## src/inc/pgpio_pkg.sv

```systemverilog
// package of constants, types and helpers for the port 1 / port 2 gpio block
package pgpio_pkg;

   // ----------------------------------------------------------------
   // register byte offsets
   // ----------------------------------------------------------------
   localparam logic [7:0] P1_DATA_OFS = 8'h00;
   localparam logic [7:0] P1_DIR_OFS = 8'h04;
   localparam logic [7:0] P1_PULLUP_OFS = 8'h08;
   localparam logic [7:0] FUNC_SEL_OFS = 8'h0c;
   localparam logic [7:0] P2_DIR_OFS = 8'h10;
   localparam logic [7:0] P2_DATA_OFS = 8'h14;

   // ----------------------------------------------------------------
   // field layouts and reset values
   // ----------------------------------------------------------------
   localparam logic [7:0] P1_IMPL_MASK = 8'hf7;
   localparam logic [7:0] P1_RSVD_ONES = 8'h08;
   localparam logic [4:0] P2_IMPL_MASK = 5'h1f;
   localparam logic [2:0] P2_RSVD_ONES = 3'h7;
   localparam logic [7:0] P1_DATA_RST = 8'h00;
   localparam logic [7:0] P1_DIR_RST = 8'h00;
   localparam logic [7:0] P1_PULLUP_RST = 8'h00;
   localparam logic [7:0] FUNC_SEL_RST = 8'h00;
   localparam logic [4:0] P2_DIR_RST = 5'h00;
   localparam logic [4:0] P2_DATA_RST = 5'h00;
   localparam logic [7:0] WO_READ_VAL = 8'h00;

   // function select bit positions
   localparam int FS_EXT_INTERRUPT_3 = 7;
   localparam int FS_EXT_INTERRUPT_2 = 6;
   localparam int FS_EXT_INTERRUPT_1 = 5;
   localparam int FS_EXT_INTERRUPT_0 = 4;
   localparam int FS_TXD = 1;
   localparam int FS_PWM = 2;
   localparam int FS_CLKOUT = 0;

   // ----------------------------------------------------------------
   // state of the register file
   // ----------------------------------------------------------------
   typedef struct packed {
      logic [7:0] p1_data;
      logic [7:0] p1_dir;
      logic [7:0] p1_pullup;
      logic [7:0] func_sel;
      logic [4:0] p2_dir;
      logic [4:0] p2_data;
      logic [31:0] prdata;
      logic pslverr;
   } pgpio_state_type;

   // stored value for outputs, live pin for inputs
   function automatic logic [7:0] pgpio_merge(input logic [7:0] stored,
                                             input logic [7:0] live,
                                             input logic [7:0] dir);
      pgpio_merge = (stored & dir) | (live & ~dir);
   endfunction

endpackage

```

## src/rtl/pgpio_port1_mux.sv

```systemverilog
// port 1 pin function multiplexer
`timescale 1ns/1ns
module pgpio_port1_mux (
   input wire logic [7:0] data_i,
   input wire logic [7:0] dir_i,
   input wire logic [7:0] pullup_i,
   input wire logic [7:0] func_sel_i,
   input wire logic [7:0] pin_i,
   input wire logic pwm_i,
   input wire logic clock_output_i,
   output logic [7:0] pin_o,
   output logic [7:0] pin_oe_o,
   output logic [7:0] pullup_o,
   output logic [3:0] ext_interrupt_o,
   output logic timer_trigger_input_o,
   output logic timer_event_input_o
);

   // ----------------------------------------------------------------
   // per pin function choice
   // ----------------------------------------------------------------
   logic [7:0] alt_in;
   logic [7:0] alt_out;

   always_comb begin
      alt_in = {func_sel_i[pgpio_pkg::FS_EXT_INTERRUPT_3], func_sel_i[pgpio_pkg::FS_EXT_INTERRUPT_2],
                func_sel_i[pgpio_pkg::FS_EXT_INTERRUPT_1], func_sel_i[pgpio_pkg::FS_EXT_INTERRUPT_0], 4'h0};
      alt_out = {6'h00, func_sel_i[pgpio_pkg::FS_PWM], func_sel_i[pgpio_pkg::FS_CLKOUT]};
      // general pins follow direction and stored data
      pin_oe_o = ((dir_i & ~alt_in & ~alt_out) | alt_out) & pgpio_pkg::P1_IMPL_MASK;
      pin_o = (data_i & ~alt_out) & pgpio_pkg::P1_IMPL_MASK;
      pin_o[1] = alt_out[1] ? pwm_i : data_i[1];
      pin_o[0] = alt_out[0] ? clock_output_i : data_i[0];
      pullup_o = pullup_i & ~dir_i & pgpio_pkg::P1_IMPL_MASK;
      // interrupt inputs idle high when not selected
      ext_interrupt_o = (pin_i[7:4] & alt_in[7:4]) | ~alt_in[7:4];
      timer_trigger_input_o = alt_in[7] & pin_i[7];
      timer_event_input_o = alt_in[5] & pin_i[5];
   end

endmodule

```

## src/rtl/pgpio_port2_mux.sv

```systemverilog
// port 2 pin function multiplexer with serial priority
`timescale 1ns/1ns
module pgpio_port2_mux (
   input wire logic [4:0] data_i,
   input wire logic [4:0] dir_i,
   input wire logic txd_sel_i,
   input wire logic [4:0] pin_i,
   input wire logic serial_txd_i,
   input wire logic serial_rx_en_i,
   input wire logic [1:0] serial_clk_mode_i,
   input wire logic serial_clk_sync_i,
   input wire logic serial_clk_out_i,
   output logic [4:0] pin_o,
   output logic [4:0] pin_oe_o,
   output logic serial_rxd_o,
   output logic serial_clk_in_o
);

   // ----------------------------------------------------------------
   // serial settings win over general direction
   // ----------------------------------------------------------------
   logic clk_in_mode;
   logic clk_out_mode;

   always_comb begin
      clk_in_mode = serial_clk_mode_i[1];
      clk_out_mode = !serial_clk_mode_i[1] &&
                     (serial_clk_mode_i[0] || serial_clk_sync_i);
      pin_oe_o = dir_i;
      pin_o = data_i;
      if (txd_sel_i) begin
         pin_oe_o[2] = 1'b1;
         pin_o[2] = serial_txd_i;
      end
      if (serial_rx_en_i) begin
         pin_oe_o[1] = 1'b0;
         pin_o[1] = 1'b0;
      end
      if (clk_in_mode) begin
         pin_oe_o[0] = 1'b0;
         pin_o[0] = 1'b0;
      end else if (clk_out_mode) begin
         pin_oe_o[0] = 1'b1;
         pin_o[0] = serial_clk_out_i;
      end
      serial_rxd_o = serial_rx_en_i ? pin_i[1] : 1'b1;
      serial_clk_in_o = clk_in_mode & pin_i[0];
   end

endmodule

```

## src/rtl/pgpio_top.sv

```systemverilog
// register file and pin logic of the port 1 / port 2 gpio block
//
// The APB register port and the placing of the registers are this design's own decisions.
`timescale 1ns/1ns

// Overview of operation
// - port 1 data register holds output values; bits reset to 0
// - port 1 data read returns stored value where direction is output
// - port 1 data read returns live pin where direction is input
// - bit 3 of port 1 data and pull-up reads 1, writes ignored
// - pull-up acts only while the pin's direction bit is input
// - pull-up bit 1 turns pull-up on, 0 off; reset 0
// - bit 7 selected feeds interrupt 3 and timer trigger, ignoring direction
// - bit 5 selected feeds interrupt 1 and timer event, ignoring direction
// - port 2 function select and serial settings beat general I/O
// - port 2 direction 1 output, 0 input; write-only; reset 0
// - port 2 data bits 4..0 reset 0; bits 7..5 read 1
// - port 2 data read: stored where output, live pin where input
// - port 1 direction 1 output, 0 input; write-only; reset 0
// - function select bits reset 0, pins start as inputs
module pgpio_top (
   input wire logic clk_i,
   input wire logic rst_b_i,
   input wire logic psel_i,
   input wire logic penable_i,
   input wire logic pwrite_i,
   input wire logic [7:0] paddr_i,
   input wire logic [31:0] pwdata_i,
   output logic [31:0] prdata_o,
   output logic pready_o,
   output logic pslverr_o,
   input wire logic [7:0] p1_pin_i,
   output logic [7:0] p1_pin_o,
   output logic [7:0] p1_pin_oe_o,
   output logic [7:0] p1_pullup_o,
   input wire logic [4:0] p2_pin_i,
   output logic [4:0] p2_pin_o,
   output logic [4:0] p2_pin_oe_o,
   input wire logic pwm_i,
   input wire logic clock_output_i,
   output logic [3:0] ext_interrupt_o,
   output logic timer_trigger_input_o,
   output logic timer_event_input_o,
   input wire logic serial_txd_i,
   input wire logic serial_rx_en_i,
   input wire logic [1:0] serial_clk_mode_i,
   input wire logic serial_clk_sync_i,
   input wire logic serial_clk_out_i,
   output logic serial_rxd_o,
   output logic serial_clk_in_o
);

   // ----------------------------------------------------------------
   // bus decode
   // ----------------------------------------------------------------
   pgpio_pkg::pgpio_state_type state_ff;
   pgpio_pkg::pgpio_state_type nxt_state;
   logic setup_ph;
   logic wr_acc;
   logic word_ok;
   logic hit_p1_data;
   logic hit_p1_dir;
   logic hit_p1_pullup;
   logic hit_func_sel;
   logic hit_p2_dir;
   logic hit_p2_data;
   logic mapped;
   logic [7:0] rd_byte;

   assign setup_ph = psel_i && !penable_i;
   assign wr_acc = psel_i && penable_i && pwrite_i && !state_ff.pslverr;
   assign word_ok = paddr_i[1:0] == 2'h0;
   assign hit_p1_data = word_ok && paddr_i == pgpio_pkg::P1_DATA_OFS;
   assign hit_p1_dir = word_ok && paddr_i == pgpio_pkg::P1_DIR_OFS;
   assign hit_p1_pullup = word_ok && paddr_i == pgpio_pkg::P1_PULLUP_OFS;
   assign hit_func_sel = word_ok && paddr_i == pgpio_pkg::FUNC_SEL_OFS;
   assign hit_p2_dir = word_ok && paddr_i == pgpio_pkg::P2_DIR_OFS;
   assign hit_p2_data = word_ok && paddr_i == pgpio_pkg::P2_DATA_OFS;
   assign mapped = hit_p1_data || hit_p1_dir || hit_p1_pullup || hit_func_sel ||
                   hit_p2_dir || hit_p2_data;

   // ----------------------------------------------------------------
   // read data selection
   // ----------------------------------------------------------------
   always_comb begin
      rd_byte = 8'h00;
      if (hit_p1_data) begin
         rd_byte = pgpio_pkg::pgpio_merge(state_ff.p1_data, p1_pin_i,
                                          state_ff.p1_dir);
         rd_byte = (rd_byte & pgpio_pkg::P1_IMPL_MASK) | pgpio_pkg::P1_RSVD_ONES;
      end else if (hit_p1_pullup) begin
         rd_byte = state_ff.p1_pullup | pgpio_pkg::P1_RSVD_ONES;
      end else if (hit_func_sel) begin
         rd_byte = state_ff.func_sel;
      end else if (hit_p1_dir || hit_p2_dir) begin
         rd_byte = pgpio_pkg::WO_READ_VAL;
      end else if (hit_p2_data) begin
         rd_byte = pgpio_pkg::pgpio_merge({3'h0, state_ff.p2_data},
                                          {3'h0, p2_pin_i},
                                          {3'h0, state_ff.p2_dir});
         rd_byte[7:5] = pgpio_pkg::P2_RSVD_ONES;
      end
   end

   // ----------------------------------------------------------------
   // next state
   // ----------------------------------------------------------------
   always_comb begin
      nxt_state = state_ff;
      // read data and error are captured in the setup cycle
      if (setup_ph) begin
         nxt_state.prdata = pwrite_i ? 32'h0000_0000 : {24'h00_0000, rd_byte};
         nxt_state.pslverr = !mapped;
      end
      if (wr_acc && hit_p1_data) begin
         nxt_state.p1_data = pwdata_i[7:0] & pgpio_pkg::P1_IMPL_MASK;
      end
      if (wr_acc && hit_p1_dir) begin
         nxt_state.p1_dir = pwdata_i[7:0] & pgpio_pkg::P1_IMPL_MASK;
      end
      if (wr_acc && hit_p1_pullup) begin
         nxt_state.p1_pullup = pwdata_i[7:0] & pgpio_pkg::P1_IMPL_MASK;
      end
      if (wr_acc && hit_func_sel) begin
         nxt_state.func_sel = pwdata_i[7:0];
      end
      if (wr_acc && hit_p2_dir) begin
         nxt_state.p2_dir = pwdata_i[4:0] & pgpio_pkg::P2_IMPL_MASK;
      end
      if (wr_acc && hit_p2_data) begin
         nxt_state.p2_data = pwdata_i[4:0] & pgpio_pkg::P2_IMPL_MASK;
      end
   end

   always_ff @(posedge clk_i or negedge rst_b_i) begin
      if (!rst_b_i) begin
         state_ff.p1_data <= pgpio_pkg::P1_DATA_RST;
         state_ff.p1_dir <= pgpio_pkg::P1_DIR_RST;
         state_ff.p1_pullup <= pgpio_pkg::P1_PULLUP_RST;
         state_ff.func_sel <= pgpio_pkg::FUNC_SEL_RST;
         state_ff.p2_dir <= pgpio_pkg::P2_DIR_RST;
         state_ff.p2_data <= pgpio_pkg::P2_DATA_RST;
         state_ff.prdata <= 32'h0000_0000;
         state_ff.pslverr <= 1'b0;
      end else begin
         state_ff <= nxt_state;
      end
   end

   assign prdata_o = state_ff.prdata;
   assign pslverr_o = state_ff.pslverr;
   assign pready_o = 1'b1;

   // ----------------------------------------------------------------
   // pin multiplexers
   // ----------------------------------------------------------------
   pgpio_port1_mux u_port1 (
      .data_i(state_ff.p1_data),
      .dir_i(state_ff.p1_dir),
      .pullup_i(state_ff.p1_pullup),
      .func_sel_i(state_ff.func_sel),
      .pin_i(p1_pin_i),
      .pwm_i(pwm_i),
      .clock_output_i(clock_output_i),
      .pin_o(p1_pin_o),
      .pin_oe_o(p1_pin_oe_o),
      .pullup_o(p1_pullup_o),
      .ext_interrupt_o(ext_interrupt_o),
      .timer_trigger_input_o(timer_trigger_input_o),
      .timer_event_input_o(timer_event_input_o)
   );

   pgpio_port2_mux u_port2 (
      .data_i(state_ff.p2_data),
      .dir_i(state_ff.p2_dir),
      .txd_sel_i(state_ff.func_sel[pgpio_pkg::FS_TXD]),
      .pin_i(p2_pin_i),
      .serial_txd_i(serial_txd_i),
      .serial_rx_en_i(serial_rx_en_i),
      .serial_clk_mode_i(serial_clk_mode_i),
      .serial_clk_sync_i(serial_clk_sync_i),
      .serial_clk_out_i(serial_clk_out_i),
      .pin_o(p2_pin_o),
      .pin_oe_o(p2_pin_oe_o),
      .serial_rxd_o(serial_rxd_o),
      .serial_clk_in_o(serial_clk_in_o)
   );

   localparam int FS_EXT_INTERRUPT_3_LOCAL = pgpio_pkg::FS_EXT_INTERRUPT_3;
endmodule

```

## config.mk

```make
export PLATFORM = sky130hd
export DESIGN_NAME = pgpio_top
export DESIGN_NICKNAME = d
export VERILOG_FILES = /design/src/inc/pgpio_pkg.sv /design/src/rtl/pgpio_port1_mux.sv /design/src/rtl/pgpio_port2_mux.sv /design/src/rtl/pgpio_top.sv
export SDC_FILE = /design/constraint.sdc
export NUM_CORES = 1
export LEC_CHECK = 0
export ABC_AREA = 1
export BUFFER_PORTS_ARGS = -buffer_cell sky130_fd_sc_hd__buf_2
export CAP_MARGIN = 0
export CORE_AREA = 2 2 75 95
export DETAILED_ROUTE_END_ITERATION = 7
export DIE_AREA = 0 0 77 97
export GPL_TIMING_DRIVEN = 0
export HOLD_SLACK_MARGIN = 0.15
export PLACE_DENSITY = 0.8
export SYNTH_ARGS = -nofsm -noshare
export SYNTH_HDL_FRONTEND = slang
export SYNTH_SLANG_ARGS = --single-unit
```

## constraint.sdc

```tcl
create_clock -name clk_i -period 1.6 [get_ports clk_i]
set_input_delay 0.24 -clock clk_i [delete_from_list [all_inputs] [get_ports clk_i]]
set_output_delay 0.24 -clock clk_i [all_outputs]
set_load 0.005 [all_outputs]
```

==> reports/results.ini <==
[outcome]
status = completed

[logic_synthesis]
synthAdderAreaFrac = 0
synth_edf_count = 0
yosysWarnings = 0
synth_most_common_cell = nand2_1
ys_top_cells_by_count = nand2_1 (115), dfrtp_1 (48), buf_4 (46), inv_1 (46), nor2_1 (33)
yosys-top-cells-area = dfrtp_1 (39%), nand2_1 (14%), buf_4 (11%), inv_1 (5.7%), o21ai_2 (4.3%)
ys_ff_latch = 48
synth_compound_area_frac = 0.123
synth_mux_area_frac = 0.00370
synth_top_family_by_area = simple AND/OR/NAND/NOR gates
synth_top_cell_by_area = dfrtp_1
ys_types = 25
ys.flop_type = dfrtp_1
yosysSeqAreaShare = 0.395
synth_top_area_frac = 0.395
synthXorXnorAreaFrac = 0
yosys.area_share.simple = 0.291
avgSynthCellArea_um2 = 7.51
synthCells = 405
syn_area_um2 = 3040
async_flop_share = 1.00

[grt]
grt_use_total = 0.205
grt_first_pass_wirelength_um = 12500
antenna_found_initial = 0
grt_pass1_vias = 2787
grt_max_degree = 49
grt-ovfl-total = 0

[timing]
maxSlewHeadroom = 0.282
tightest_slew_ps = 1080
setup_viol = 0
max_freq_mhz = 696
hold_viol = 0
fin_crit_sh = 0.898
tns_ps = 0
rsz0062_at_grt = false
fin_crit_ps = 1440
clock_skew_ps = 5.09
slew_violations = 0

[placed_design]
port_buffers = 88
post-place-cells = 606
gp_congestion = 0.920
hpwlAfterDp_um = 5740

[setup_path]
cp.depth = 2
required_ps = 1360
timing.rr.end = state_ff[65]$_DFFE_PN0P_
slowest_delay_ps = 420
regToRegSetupSlack_ps = 170
critPathMaxFanout = 4
critPathTopFamily = flip-flops
crit_path_top_delay_cell = dfrtp_1
worstPathArrival_ps = 1200
crit_type = reg2out
ff2ff_path_depth = 5
crit_chain = mux2_2, buf_2
r2r_start = pslverr_o$_DFFE_PN0P_
critPathLaunchType = flop
path_buf_inv = 1
cp-end-kind = primary output

[pwr]
p_per_area_nw_per_um2 = 645
finalPower_mw = 2.46
leakagePower_nw = 2.26
peakVddDrop_uv = 523

[clock_tree]
cts.sinks = 48
htree_levels = 2
cts.clk_slew.worst_paths_ps = 90
clock_latency_ps = 300
cts_tree = done
post-cts-setup-buffers = 0
cts_buffer_depth = 2
cts_buffers = 5
holdBufCountCts = 0
cts_resized = 0
cts-root-buf = clkbuf_8

[route]
dr_wl_met2_um = 3800
drt-wirelength-per-cell_um = 11.7
drc = 0
drt_iter0_drc = 182
firstDrtPassIters = 4
dr.max_layer_used = met4
via_per_inst = 4.61
vias = 2829
wl_met3_um = 448
ant_nets = 0
wirelength_um = 7190
wl_met1_um = 2770

[cells_and_area]
final_util = 0.584
antenna_cells = 0
syn2layout_area_growth_pct = 25.2
final_nets = 592
fillers = 607
layout-drive-gt1-share = 0.366
final_cell_count_no_fill = 614

[worst_hold_path]
min_path_type = in2async

[floorplan]
ioPinCount = 142
row_count = 33
coreArea_um2 = 6520
initial_core_util = 0.466
design.die.area_um2 = 7470
die_h_um = 97
fp.dieW_um = 77

[flow_run]
drv_cap = 0

-- routing by layer --
layer / global-route usage / vias to the layer above
met4: 0.0769 / 0
met5: 0 / -
met2: 0.371 / 94
li1: - / 1429
met1: 0.244 / 1291
met3: 0.0289 / 15
-- cell families after synthesis --
family,count (synthesis)
other cells,2
compound gates,61
buf+inv,99
flops,48
mux,1
simple gates,194
-- state kept, by name, summed over array words and instances (netlist names) --
name,flops
prdata_o,8
pslverr_o,1
state_ff,39
-- power by group --
part	total (mW)	switching, mW	internal [mW]
clock	0.925	0.414	0.511
sequential	1.24	0.0117	1.22
combinational	0.298	0.168	0.129
total	2.46	0.594	1.86
-- area by class of cell --
cell class / count / area (um2) / share of cell area
Buffer: 52 / 387 / 0.101
Multi-Input combinational cell: 284 / 1380 / 0.361
Sequential cell: 48 / 1200 / 0.315
Tap cell: 87 / 109 / 0.0286
Inverter: 47 / 178 / 0.0466
Clock inverter: 2 / 38.8 / 0.0102
Timing Repair Buffer: 88 / 440 / 0.116
Clock buffer: 6 / 82.6 / 0.0217
-- stage by stage --
step	setup slack (ps)	area [um2]	hold WS, ps
2_1_floorplan	403	3140	-55.6
3_3_place_gp	157	3690	467
3_5_place_dp	134	3690	469
4_1_cts	155	3810	167
5_1_grt	115	3810	221
6_report	163	3810	133
-- placed cells by master (no fill, tap or decap) --
cell type,synthesis,final
nand2_1,115,115
buf_2,3,91
dfrtp_1,48,48
inv_1,46,46
buf_4,46,46
nor2_1,33,33
conb_1,2,28
o21ai_0,22,22
nand3_1,16,16
o21ai_1,16,16
o21ai_2,15,15
nand2_2,9,9
or2_2,7,7
clkbuf_8,0,6
a21oi_1,5,5
nor2_2,4,4
nor2_4,3,3
nand2_4,3,3
o2111ai_1,3,3
nor2_8,2,2
buf_6,2,2
mux2_2,1,1
clkbuf_1,1,1
nand3b_1,1,1
nand3_2,1,1
clkinv_2,1,1
bufinv_16,0,1
clkinv_4,0,1
-- worst reg2reg max path, stage by stage, from the launching register on --
cell and delay (ps):
dfrtp_1 420, nor2_4 290, nand2_1 220, buf_2 250, nand2_1 80, o21ai_1 50
-- worst max-delay path by stage --
stage	startpoint	to	slack [ps]
after floorplan	pslverr_o$_DFFE_PN0P_	state_ff[65]$_DFFE_PN0P_	400
final	state_ff[44]$_DFFE_PN0P_	p2_pin_o[2]	160
after CTS	state_ff[44]$_DFFE_PN0P_	p2_pin_o[2]	160
after global placement	paddr_i[1]	state_ff[68]$_DFFE_PN0P_	160
after global routing	state_ff[44]$_DFFE_PN0P_	p2_pin_o[2]	110
after detailed placement	paddr_i[1]	state_ff[69]$_DFFE_PN0P_	130
No activity file was read; power rests on OpenSTA's default activity.
